`src/hw/ssp_consts.svh`:
```
// constants of the synchronous serial port: sizes, encodings, reset values
`ifndef SSP_CONSTS_SVH
`define SSP_CONSTS_SVH

`define SSP_WORD_W 16
`define SSP_FIFO_DEPTH 32
`define SSP_SLAVES 4
`define SSP_FMT_SPI 1'b0
`define SSP_FMT_SSI 1'b1
`define SSP_MIN_SIZE_M1 4'h3
`define SSP_MAX_SIZE_M1 4'hF
`define SSP_DIV_RST 8'h00
`define SSP_BITCNT_RST 5'h00
`define SSP_WORD_RST 16'h0000
`define SSP_SLAVE_RST 2'h0

`endif

```
`src/hw/ssp_pkg.sv`:
```
// types shared by the synchronous serial port modules
`include "ssp_consts.svh"
package ssp_pkg;
    typedef logic [`SSP_WORD_W-1:0] word_t;
    typedef logic [3:0] size_t;
    typedef enum logic [1:0] {
        ST_IDLE,
        ST_SETUP,
        ST_SHIFT,
        ST_GAP
    } ssp_state_e;
endpackage

```
`src/hw/synchronous_serial_port.sv`:
```
// synchronous serial port: master/slave frame engine, fifos, pins, interrupt
`timescale 1ns/1ns
`include "ssp_consts.svh"
module synchronous_serial_port (
    input wire logic sys_clk,
    input wire logic sys_rst,
    input wire logic portEnable,
    input wire logic masterMode,
    input wire logic loopbackMode,
    input wire logic [1:0] slaveCount,
    input wire logic [3:0] slaveFormat,
    input wire logic [15:0] slaveWordSize,
    input wire logic [7:0] prescaleDiv,
    input wire logic [7:0] bitRateDiv,
    input wire ssp_pkg::word_t txData,
    input wire logic txValid,
    output logic txReady,
    output ssp_pkg::word_t rxData,
    output logic rxValid,
    input wire logic rxReady,
    input wire logic txIrqMask,
    input wire logic rxIrqMask,
    input wire logic overrunIrqMask,
    input wire logic overrunClear,
    output logic overrunFlag,
    output logic busy,
    output logic combinedIrq,
    input wire logic sclkIn,
    output logic sclkOut,
    output logic sclkOe,
    input wire logic [3:0] selIn,
    output logic [3:0] selOut,
    output logic [3:0] selOe,
    input wire logic serialDataIn,
    output logic serialDataOut
);
    import ssp_pkg::*;

    ////////////////////////////////////////////////////////////////////////////////

    function automatic size_t clampSize(input size_t sizeM1);
        clampSize = (sizeM1 < `SSP_MIN_SIZE_M1) ? `SSP_MIN_SIZE_M1 : sizeM1;
    endfunction

    function automatic word_t leftAlign(input word_t w, input size_t sizeM1);
        leftAlign = w << (`SSP_MAX_SIZE_M1 - sizeM1);
    endfunction

    function automatic word_t sizeMask(input size_t sizeM1);
        sizeMask = 16'hFFFF >> (`SSP_MAX_SIZE_M1 - sizeM1);
    endfunction

    ////////////////////////////////////////////////////////////////////////////////

    ssp_state_e state_reg;
    logic curFmt_reg;
    size_t curSize_reg;
    logic [1:0] slaveIdx_reg;
    logic [1:0] frameSlave_reg;
    word_t txShift_reg;
    word_t rxShift_reg;
    logic [4:0] sampled_reg;
    logic sck_reg;
    logic overrun_reg;
    logic irq_reg;

    logic sckMeta_reg;
    logic sckSync_reg;
    logic sckPrev_reg;
    logic selMeta_reg;
    logic selSync_reg;
    logic dinMeta_reg;
    logic dinSync_reg;

    word_t txFifoData;
    logic txFifoValid;
    logic txPop;
    logic rxFifoReady;
    logic rxPush;
    word_t rxWord;

    logic divRun;
    logic edgeTick;
    logic sckRun;
    logic mRise;
    logic mFall;
    logic sRise;
    logic sFall;
    logic riseEv;
    logic fallEv;
    logic sampleEv;
    logic shiftEv;
    logic rxBit;
    logic frameStart;
    logic frameDone;
    logic slaveAbort;
    logic loadFmt;
    size_t loadSize;
    logic [1:0] loadSlave;

    ////////////////////////////////////////////////////////////////////////////////
    // buffering

    sync_fifo #(
        .WIDTH(`SSP_WORD_W),
        .DEPTH(`SSP_FIFO_DEPTH)
    ) txFifo (
        .sys_clk(sys_clk),
        .sys_rst(sys_rst),
        .inData(txData),
        .inValid(txValid),
        .inReady(txReady),
        .outData(txFifoData),
        .outValid(txFifoValid),
        .outReady(txPop)
    );

    sync_fifo #(
        .WIDTH(`SSP_WORD_W),
        .DEPTH(`SSP_FIFO_DEPTH)
    ) rxFifo (
        .sys_clk(sys_clk),
        .sys_rst(sys_rst),
        .inData(rxWord),
        .inValid(rxPush),
        .inReady(rxFifoReady),
        .outData(rxData),
        .outValid(rxValid),
        .outReady(rxReady)
    );

    ////////////////////////////////////////////////////////////////////////////////
    // serial clock generation, master only

    // unit rate and serial edges are enables on sys_clk, not separate clocks
    assign divRun = portEnable & masterMode & (state_reg != ST_IDLE);

    clock_divider divider (
        .sys_clk(sys_clk),
        .sys_rst(sys_rst),
        .run(divRun),
        .prescaleDiv(prescaleDiv),
        .bitRateDiv(bitRateDiv),
        .unitTick(),
        .edgeTick(edgeTick)
    );

    // frame-sync format toggles the clock through the sync period too
    assign sckRun = (state_reg == ST_SHIFT) |
                    ((state_reg == ST_SETUP) & (curFmt_reg == `SSP_FMT_SSI)) |
                    ((state_reg == ST_GAP) & sck_reg);
    assign mRise = masterMode & edgeTick & sckRun & ~sck_reg;
    assign mFall = masterMode & edgeTick & sckRun & sck_reg;

    always_ff @(posedge sys_clk) begin
        if (sys_rst) begin
            sck_reg <= 1'b0;
        end else if (mRise | mFall) begin
            sck_reg <= ~sck_reg;
        end else if (state_reg == ST_IDLE) begin
            sck_reg <= 1'b0;
        end
    end

    ////////////////////////////////////////////////////////////////////////////////
    // pin synchronisers, slave side clock and select, and data input

    always_ff @(posedge sys_clk) begin
        if (sys_rst) begin
            sckMeta_reg <= 1'b0;
            sckSync_reg <= 1'b0;
            sckPrev_reg <= 1'b0;
            selMeta_reg <= 1'b1;
            selSync_reg <= 1'b1;
            dinMeta_reg <= 1'b0;
            dinSync_reg <= 1'b0;
        end else begin
            sckMeta_reg <= sclkIn;
            sckSync_reg <= sckMeta_reg;
            sckPrev_reg <= sckSync_reg;
            selMeta_reg <= selIn[0];
            selSync_reg <= selMeta_reg;
            dinMeta_reg <= serialDataIn;
            dinSync_reg <= dinMeta_reg;
        end
    end

    // edge detection after sync needs sys_clk well above the serial clock
    assign sRise = ~masterMode & sckSync_reg & ~sckPrev_reg;
    assign sFall = ~masterMode & ~sckSync_reg & sckPrev_reg;
    assign riseEv = mRise | sRise;
    assign fallEv = mFall | sFall;

    // chip-select format samples on rise, frame-sync format on fall
    assign sampleEv = (curFmt_reg == `SSP_FMT_SPI) ? riseEv : fallEv;
    assign shiftEv = (curFmt_reg == `SSP_FMT_SPI) ? fallEv : riseEv;
    assign rxBit = loopbackMode ? txShift_reg[15] : dinSync_reg;

    ////////////////////////////////////////////////////////////////////////////////
    // frame engine

    assign loadSlave = masterMode ? slaveIdx_reg : 2'h0;
    assign loadFmt = slaveFormat[loadSlave];
    assign loadSize = clampSize(slaveWordSize[4*loadSlave +: 4]);

    always_comb begin
        frameStart = 1'b0;
        if (portEnable && state_reg == ST_IDLE) begin
            if (masterMode) begin
                frameStart = txFifoValid;
            end else if (loadFmt == `SSP_FMT_SPI) begin
                frameStart = ~selSync_reg;
            end else begin
                frameStart = sFall & selSync_reg;
            end
        end
    end

    // an idle slave with nothing queued answers with zeros
    assign txPop = frameStart & txFifoValid;
    assign slaveAbort = ~masterMode & (curFmt_reg == `SSP_FMT_SPI) & selSync_reg;
    assign frameDone = (state_reg == ST_SHIFT) & shiftEv & ~slaveAbort &
                       (sampled_reg == 5'(curSize_reg) + 5'h01);
    assign rxWord = rxShift_reg & sizeMask(curSize_reg);
    assign rxPush = frameDone & rxFifoReady;

    always_ff @(posedge sys_clk) begin
        if (sys_rst || !portEnable) begin
            state_reg <= ST_IDLE;
            curFmt_reg <= `SSP_FMT_SPI;
            curSize_reg <= `SSP_MIN_SIZE_M1;
            frameSlave_reg <= `SSP_SLAVE_RST;
            txShift_reg <= `SSP_WORD_RST;
            rxShift_reg <= `SSP_WORD_RST;
            sampled_reg <= `SSP_BITCNT_RST;
        end else begin
            case (state_reg)
                ST_IDLE: begin
                    if (frameStart) begin
                        curFmt_reg <= loadFmt;
                        curSize_reg <= loadSize;
                        frameSlave_reg <= loadSlave;
                        txShift_reg <= leftAlign(txFifoValid ? txFifoData : `SSP_WORD_RST,
                                                 loadSize);
                        rxShift_reg <= `SSP_WORD_RST;
                        sampled_reg <= `SSP_BITCNT_RST;
                        state_reg <= masterMode ? ST_SETUP : ST_SHIFT;
                    end
                end
                ST_SETUP: begin
                    // chip-select waits a half period, frame-sync a whole clock
                    if (edgeTick && (curFmt_reg == `SSP_FMT_SPI || sck_reg)) begin
                        state_reg <= ST_SHIFT;
                    end
                end
                ST_SHIFT: begin
                    if (slaveAbort) begin
                        state_reg <= ST_IDLE;
                    end else if (sampleEv) begin
                        rxShift_reg <= {rxShift_reg[14:0], rxBit};
                        sampled_reg <= sampled_reg + 5'h01;
                    end else if (shiftEv) begin
                        if (frameDone) begin
                            txShift_reg <= `SSP_WORD_RST;
                            state_reg <= masterMode ? ST_GAP : ST_IDLE;
                        end else if (sampled_reg != `SSP_BITCNT_RST) begin
                            txShift_reg <= {txShift_reg[14:0], 1'b0};
                        end
                    end
                end
                ST_GAP: begin
                    if (edgeTick && !sck_reg) begin
                        state_reg <= ST_IDLE;
                    end
                end
                default: begin
                    state_reg <= ST_IDLE;
                end
            endcase
        end
    end

    // next slave in the sequence once a word has finished
    always_ff @(posedge sys_clk) begin
        if (sys_rst || !masterMode) begin
            slaveIdx_reg <= `SSP_SLAVE_RST;
        end else if (state_reg == ST_GAP && edgeTick && !sck_reg) begin
            if (slaveIdx_reg >= slaveCount) begin
                slaveIdx_reg <= `SSP_SLAVE_RST;
            end else begin
                slaveIdx_reg <= slaveIdx_reg + 2'h1;
            end
        end
    end

    ////////////////////////////////////////////////////////////////////////////////
    // pins

    always_comb begin
        for (int i = 0; i < `SSP_SLAVES; i++) begin
            if (slaveFormat[i] == `SSP_FMT_SPI) begin
                selOut[i] = ~(masterMode && frameSlave_reg == 2'(i) &&
                              (state_reg == ST_SETUP || state_reg == ST_SHIFT));
            end else begin
                selOut[i] = masterMode && frameSlave_reg == 2'(i) &&
                            state_reg == ST_SETUP;
            end
        end
    end

    assign selOe = masterMode ? 4'hF : 4'h0;
    assign sclkOe = masterMode;
    assign sclkOut = sck_reg;
    assign serialDataOut = txShift_reg[15];
    assign busy = state_reg != ST_IDLE;

    ////////////////////////////////////////////////////////////////////////////////
    // interrupt sources

    // set wins over a clear in the same cycle
    always_ff @(posedge sys_clk) begin
        if (sys_rst) begin
            overrun_reg <= 1'b0;
        end else if (frameDone && !rxFifoReady) begin
            overrun_reg <= 1'b1;
        end else if (overrunClear) begin
            overrun_reg <= 1'b0;
        end
    end

    always_ff @(posedge sys_clk) begin
        if (sys_rst) begin
            irq_reg <= 1'b0;
        end else begin
            irq_reg <= (~txFifoValid & ~txIrqMask) |
                       (rxValid & ~rxIrqMask) |
                       (overrun_reg & ~overrunIrqMask);
        end
    end

    assign overrunFlag = overrun_reg;
    assign combinedIrq = irq_reg;
endmodule

```
`src/hw/sync_fifo.sv`:
```
// single-clock fifo with valid/ready on both sides
`timescale 1ns/1ns
module sync_fifo #(
    parameter int WIDTH = 16,
    parameter int DEPTH = 32
) (
    input wire logic sys_clk,
    input wire logic sys_rst,
    input wire logic [WIDTH-1:0] inData,
    input wire logic inValid,
    output logic inReady,
    output logic [WIDTH-1:0] outData,
    output logic outValid,
    input wire logic outReady
);
    localparam int AW = $clog2(DEPTH);

    logic [WIDTH-1:0] mem [DEPTH];
    logic [AW-1:0] wrPtr_reg;
    logic [AW-1:0] rdPtr_reg;
    logic [AW:0] count_reg;
    logic push;
    logic pop;

    assign inReady = count_reg != (AW+1)'(DEPTH);
    assign outValid = count_reg != '0;
    assign outData = mem[rdPtr_reg];
    assign push = inValid & inReady;
    assign pop = outValid & outReady;

    always_ff @(posedge sys_clk) begin
        if (push) begin
            mem[wrPtr_reg] <= inData;
        end
    end

    always_ff @(posedge sys_clk) begin
        if (sys_rst) begin
            wrPtr_reg <= '0;
            rdPtr_reg <= '0;
        end else begin
            if (push) begin
                wrPtr_reg <= (wrPtr_reg == AW'(DEPTH-1)) ? '0 : wrPtr_reg + 1'b1;
            end
            if (pop) begin
                rdPtr_reg <= (rdPtr_reg == AW'(DEPTH-1)) ? '0 : rdPtr_reg + 1'b1;
            end
        end
    end

    always_ff @(posedge sys_clk) begin
        if (sys_rst) begin
            count_reg <= '0;
        end else if (push & ~pop) begin
            count_reg <= count_reg + 1'b1;
        end else if (pop & ~push) begin
            count_reg <= count_reg - 1'b1;
        end
    end
endmodule

```
`src/hw/clock_divider.sv`:
```
// prescaler and bit-rate divider producing serial clock edge enables
`timescale 1ns/1ns
`include "ssp_consts.svh"
module clock_divider (
    input wire logic sys_clk,
    input wire logic sys_rst,
    input wire logic run,
    input wire logic [7:0] prescaleDiv,
    input wire logic [7:0] bitRateDiv,
    output logic unitTick,
    output logic edgeTick
);
    logic [7:0] preCnt_reg;
    logic [7:0] rateCnt_reg;

    // stopped counters restart aligned so the first edge is a full half period away
    assign unitTick = run & (preCnt_reg == prescaleDiv);
    assign edgeTick = unitTick & (rateCnt_reg == bitRateDiv);

    always_ff @(posedge sys_clk) begin
        if (sys_rst | ~run) begin
            preCnt_reg <= `SSP_DIV_RST;
        end else if (unitTick) begin
            preCnt_reg <= `SSP_DIV_RST;
        end else begin
            preCnt_reg <= preCnt_reg + 8'h01;
        end
    end

    always_ff @(posedge sys_clk) begin
        if (sys_rst | ~run) begin
            rateCnt_reg <= `SSP_DIV_RST;
        end else if (edgeTick) begin
            rateCnt_reg <= `SSP_DIV_RST;
        end else if (unitTick) begin
            rateCnt_reg <= rateCnt_reg + 8'h01;
        end
    end
endmodule

```
`config.mk`:
```
export PLATFORM = sky130hd
export DESIGN_NAME = synchronous_serial_port
export DESIGN_NICKNAME = d
export VERILOG_FILES = /design/src/hw/ssp_pkg.sv /design/src/hw/synchronous_serial_port.sv /design/src/hw/sync_fifo.sv /design/src/hw/clock_divider.sv
export VERILOG_INCLUDE_DIRS = /design/src /design/src/hw
export SDC_FILE = /design/constraint.sdc
export NUM_CORES = 1
export LEC_CHECK = 0
export ABC_AREA = 0
export BUFFER_PORTS_ARGS = -buffer_cell sky130_fd_sc_hd__buf_2
export CORE_MARGIN = 2
export CORE_UTILIZATION = 44
export CTS_BUF_LIST = sky130_fd_sc_hd__clkbuf_4 sky130_fd_sc_hd__clkbuf_8
export DETAILED_ROUTE_END_ITERATION = 16
export SYNTH_ARGS = -nofsm -noshare
export SYNTH_HDL_FRONTEND = slang
export SYNTH_SLANG_ARGS = --single-unit
```
`constraint.sdc`:
```
create_clock -name sys_clk -period 4.6 [get_ports sys_clk]
set_clock_uncertainty 0.2 [all_clocks]
set_input_delay 0.92 -clock sys_clk [delete_from_list [all_inputs] [get_ports sys_clk]]
set_output_delay 0.92 -clock sys_clk [all_outputs]
set_load 0.03 [all_outputs]
```
* Word level (Yosys, flattened, before mapping)
Memories as Yosys holds them, arrays and structs flattened. A register that Yosys moved wholly into a read port is not among the register bits. Cells that the tools add are included.
Storage, ports and cells: bits in registers 106, memory bits (writable) 1024, input bits 71, memories kept 2
Cells by class: $add $sub $neg 15, $lt $le $gt $ge 3, equality and inequality tests 26, shift operators 3, multiplexer cells 62, bitwise operators 62, reductions and logical operators 43
Memories:
- rxFifo.mem | depth 32, bits a word 16, rd ports 1, clocked after memory_dff 1, wr ports 1, line sync_fifo.sv:18 | logic [WIDTH-1:0] mem [DEPTH];
- txFifo.mem | depth 32, bits a word 16, rd ports 1, clocked after memory_dff 1, wr ports 1, line sync_fifo.sv:18
Operator list (number):
- 16-bit 2-to-1 mux | 10
- 16-bit case mux with 2 select lines | 2
- 5-bit 2-to-1 mux | 11
- 1-bit bitwise AND | 33
- 5-bit by 1-bit adder with 5-bit output (second input constant) | 5
- 6-bit 2-to-1 mux | 4
- 2-bit 2-to-1 mux | 11
- 5-bit == test (second input constant) | 4
- 1-bit NOT | 20
- 1-bit 2-to-1 mux | 19
- 1-bit logical AND | 18
- 8-bit by 1-bit adder with 8-bit output (second input constant) | 2
- 16-bit bitwise AND | 1
- 8-bit == test | 2
- 16-bit by 5-bit variable part select with 4-bit output | 1
- 16-bit by 4-bit left shift with 16-bit output | 1
- 16-bit by 4-bit >> shifter with 16-bit output (first input constant) | 1
- 2-bit != test (second input constant) | 7
- 6-bit by 1-bit adder with 6-bit output (second input constant) | 2
- 3-bit != test (second input constant) | 4
- 6-bit != test (second input constant) | 2
- 6-bit AND reduction | 2
- 2-bit nonzero test | 6
- 6-bit nonzero test | 2
- 22 further kinds | 44

* Logic depth before layout (Yosys ltp)
depth in word-level cells 18, depth in mapped cells 20

* Modules after synthesis
Synthesis repeated with hierarchy kept, for this count alone.
Unflattened totals: cell total of the unflattened synthesis 2819, area, all modules 46638.5 sq um
By module, submodules not included:
- sync_fifo (rxFifo) | times used 1, cells each 1084, area each 20762.4 sq um, sequential area each 15795.1 sq um
- sync_fifo (txFifo) | times used 1, cells each 1085, area each 20759.9 sq um, sequential area each 15795.1 sq um
- synchronous_serial_port | times used 1, cells each 542, area each 4186.5 sq um, sequential area each 1161.1 sq um
- clock_divider | times used 1, cells each 108, area each 929.6 sq um, sequential area each 320.3 sq um

* Worst setup path after synthesis
OpenSTA, ideal clock, no wires.
path kind input-to-reg, from in masterMode, to reg rxFifo.count_reg[5], library setup time 70 ps, arrival time 4256 ps, setup slack 74 ps, stages on the path 18, path buffers 3, path through buf_2 -> nand4_1 -> or3_1 -> buf_2 -> o21a_1 -> nor3_1 -> a21boi_0 -> buf_2 -> ha_1 -> inv_1 -> ha_1 -> a21o_1 -> a21oi_1 -> o21bai_1 -> a21oi_1 -> xnor2_1 -> or3_1 -> a21oi_1
On the way: cells in the longest elaborated chain, start to end 17
Ends and longest elaborated chain:
- start, declared | line synchronous_serial_port.sv:8 | input wire logic masterMode,
- 1-bit bitwise AND (2 in a row) | line synchronous_serial_port.sv:136 | assign divRun = portEnable & masterMode & (state_reg != ST_IDLE);
- 1-bit bitwise AND | line clock_divider.sv:17 | assign unitTick = run & (preCnt_reg == prescaleDiv);
- 1-bit bitwise AND | line clock_divider.sv:18 | assign edgeTick = unitTick & (rateCnt_reg == bitRateDiv);
- 1-bit bitwise AND (2 in a row) | line synchronous_serial_port.sv:152, synchronous_serial_port.sv:153
- 1-bit bitwise AND, on equally long branches | line synchronous_serial_port.sv:153, synchronous_serial_port.sv:152
- 1-bit OR, on equally long branches | line synchronous_serial_port.sv:192, synchronous_serial_port.sv:191
- 1-bit 2-to-1 mux | line synchronous_serial_port.sv:196 | assign shiftEv = (curFmt_reg == `SSP_FMT_SPI) ? fallEv : riseEv;
- 1-bit bitwise AND | line synchronous_serial_port.sv:222 | assign frameDone = (state_reg == ST_SHIFT) & shiftEv & ~slaveAbort &
- 1-bit bitwise AND * (2 in a row) | line synchronous_serial_port.sv:222
- 1-bit bitwise AND * | line synchronous_serial_port.sv:225 | assign rxPush = frameDone & rxFifoReady;
- 1-bit bitwise AND * | line sync_fifo.sv:28 | assign push = inValid & inReady;
- via rxFifo.push | line sync_fifo.sv:22 | logic push;
- 1-bit NOT | line sync_fifo.sv:56 | end else if (pop & ~push) begin
- 1-bit bitwise AND | line sync_fifo.sv:56
- 2-bit nonzero test (no source line)
- end signal, assigned | line sync_fifo.sv:55 | count_reg <= count_reg + 1'b1;
- end signal, assigned | line sync_fifo.sv:57 | count_reg <= count_reg - 1'b1;
- end, declared | line sync_fifo.sv:21 | logic [AW:0] count_reg;
The timed path passes the listed nets; every way through them passes the cells marked *. A chain may end at the register's enable or synchronous reset.

==> results.md <==
* DRC at 0
* Worst path max stage delay at 0.62 ns
* Worst VDD drop at 0.000291 V
* Grt total ovfl at 0
* Die H at 327 um
* Leak pwr at 17.7 nW
* Detailed Routing Iterations Pass 1 at 5
* Core Area at 103000 um^2
* Power Density at 447 nW/um^2
* Starting density of the core at 44.4%
* Worst skew pair latency at 0.88 ns
* Final #Nets at 2945
* RePlAce Congestion at 0.849
* Worst slack, placed at -0.0301 ns
* Seq/Total Area, Yosys at 72.0%
* CTS sink cnt at 1140
* Crit share post-route at 96.1%
* Cell variety after synth at 71
* CTS tree: done
* First-pass GRT wire length at 165 mm
* Port buffer count at 99
* Max cap viols at 0
* Largest regs: rxFifo.mem (512), txFifo.mem (512)
* Post-Syn Area at 45900 um^2
* CTS root buffer: clkbuf_8
* Async set-reset flop share out of synthesis at 0%
* CP Cell Sequence: buf_4, mux4_2, mux4_2, mux2_2, buf_2
* WP data arrival at 3.30 ns
* Die area at 107000 um^2
* Io pins at 103
* R2r startpoint: state_reg[0]
* Initial antenna violation count at 3
* RSZ-0062 raised after global routing: false
* Initial detailed-routing violation count at 2226
* Most frequent cells in the layout: edfxtp_1, mux4_2, clkbuf_8
* Ys Warns at 0
* Synth Instances at 2514
* Fmax at 226 MHz
* Commonest non-fill, non-tap cell in the layout: edfxtp_1
* CTS Buf Count at 185
* Post-DRT Antenna Nets at 0
* CTS H-tree lvls at 4
* Worst Hold Class: in2reg
* Vias in the first global route at 25515
* Total wire length at 112 mm
* Final setup violation count at 0
* CP startpoint kind: flop
* Vias post-DR at 24684
* Endpoint class of the critical path: output pin
* Power Total at 23.6 mW
* Max Fanout on Critical Path at 20
* Post-synth EDFFs at 1024
* Routed vias/inst at 5.68
* CTS Buffer Depth at 3
* Die Width at 327 um
* Top cell by count, worst path: mux4_2
* Relative slew slack at 11.2%
* All-layer global routing usage at 21.0%
* DPL Wire Length at 68.9 mm
* Layout cell share with drive strength beyond 1 at 30.7%
* Row cnt at 118
* Final hold vios at 0
* CP max stage cell: dfxtp_4
* Largest net degree at the start of global routing at 46
* Clock transition at path regs at 0.06 ns
* WS Path Type: reg2out
* Slew Limit Fails at 0
* Fin worst setup slack at 0.177 ns
* Post-DR wirelength/cell at 25.7 um
* Worst Hold Launch: serialDataIn
* FILL cells at 8383
* Worst slew pin tran at 1.33 ns
* Syn Area/Cell at 18.3 um^2
* Prevailing post-synth register cell: edfxtp_1
* Sequential cell area at 33100 um^2
* Crit path time final at 4.42 ns
* Multi-input gate area at 12200 um^2
* Post-synthesis net count at 2625
* Area Overhead vs Synth at 15.0%
* CP required at 3.48 ns
* Status: complete, no violations
* Synthesized flop and latch total at 1140
-- worst max-delay path, delay by kind of cell, from the launching register on --
kind / cells / cell delay (ns)
muxes: 3 / 1.24
buffers and inverters: 2 / 0.59
DFF: 1 / 0.62
-- power by group --
group          total [mW]  switching (mW)  leakage, nW  internal, mW
clock network        8.71            3.99         1.91          4.72
logic                3.36            1.96         4.69          1.40
registers            11.5           0.191         11.1          11.3
-- synth_stat cells, types with 4 or more instances --
| master | instances | area (um^2) |
|---|---|---|
| a22oi_1 | 40 | 300 |
| nand2_1 | 81 | 304 |
| edfxtp_1 | 1024 | 30700 |
| mux4_2 | 263 | 5920 |
| or3b_2 | 4 | 35.0 |
| dfxtp_1 | 116 | 2320 |
| a211oi_1 | 4 | 30.0 |
| nor4_1 | 5 | 31.3 |
| a2bb2oi_1 | 4 | 35.0 |
| inv_1 | 32 | 120 |
| a21o_1 | 5 | 37.5 |
| a22o_1 | 11 | 96.3 |
| o21ai_0 | 47 | 235 |
| nor2_1 | 187 | 702 |
| o21a_1 | 4 | 30.0 |
| nand3_1 | 46 | 230 |
| mux2_2 | 29 | 327 |
| buf_4 | 20 | 150 |
| buf_2 | 26 | 130 |
| nor3b_1 | 6 | 45.0 |
| and3_1 | 15 | 93.8 |
| xor2_1 | 25 | 219 |
| or4_1 | 8 | 60.1 |
| ha_1 | 38 | 475 |
| nand4_1 | 12 | 75.1 |
| a221oi_1 | 13 | 114 |
| xnor2_1 | 21 | 184 |
| buf_1 | 19 | 71.3 |
| and2_1 | 12 | 75.1 |
| or3_1 | 13 | 81.3 |
| clkbuf_1 | 67 | 251 |
| nor2b_1 | 21 | 131 |
| nand2b_1 | 15 | 93.8 |
| o221ai_1 | 4 | 35.0 |
| mux2i_1 | 94 | 941 |
| o22ai_1 | 10 | 62.6 |
| a21oi_1 | 85 | 425 |
| o211ai_1 | 6 | 45.0 |
| a31oi_1 | 7 | 43.8 |
| nand3b_1 | 10 | 75.1 |
| nor3_1 | 17 | 85.1 |
-- what timing repair did --
item / 4_1_cts / 5_1_grt
resized for setup: 0 / 1
hold buffers: 1 / 0
endpoints found under the setup margin: 16 / 4
gates cloned: 0 / 0
hold endpoints to repair: 1 / 0
setup buffers: 2 / 4
-- stage by stage --
stage | util, % | hold WS [ns] | cell area, um^2 | TNS [ns] | instances
global route | 51.0 | 0.0734 | 52800 | 0 | 4346
floorplan | - | 0.189 | 45900 | 0 | 2514
detailed placement | 47.4 | 0.196 | 49000 | -0.0301 | 4020
finish | 51.0 | 0.0829 | 52800 | 0 | 4348
global placement | 47.4 | 0.200 | 49000 | 0 | 4020
CTS | 51.0 | 0.00545 | 52700 | 0 | 4341
-- cells by family (layout without fill, tap and decap cells) --
logic type,count (synthesis),count (layout),share of synthesized area [%]
compound gates,272,272,3.86
xor+xnor,46,46,0.878
fa+ha+maj,40,40,1.12
buf+inv,167,618,1.63
flops,1140,1140,72.0
mux,386,386,15.7
other cells,0,3,0
simple gates,463,463,4.80
-- metal layers --
metal	track usage (%)	vias up	part of all wire [%]
met5	0	-	0
met4	8.22	0	3.2
met3	3.72	206	5.9
met2	35.1	824	50
met1	27.5	12877	41
li1	-	10777	-
-- layout make-up --
cell class	instances	area share [%]
clock buffer	244	5.68
sequential	1140	62.7
multi-input combinational	1207	23.1
clock inverter	74	1.21
antenna	3	0.0142
tap	1380	3.27
inverter	33	0.235
timing repair buffer	267	3.76
-- worst paths after layout --
| check | cells past startpoint | slack (ns) | endpoint |
|---|---|---|---|
| max | 5 | 0.18 | rxData[3] |
| min | 2 | 0.08 | dinMeta_reg |
| max reg2reg | 18 | 0.37 | rxFifo.count_reg[5] |
| min reg2reg | 1 | 0.21 | selSync_reg |
No activity file was read; power rests on OpenSTA's default activity.
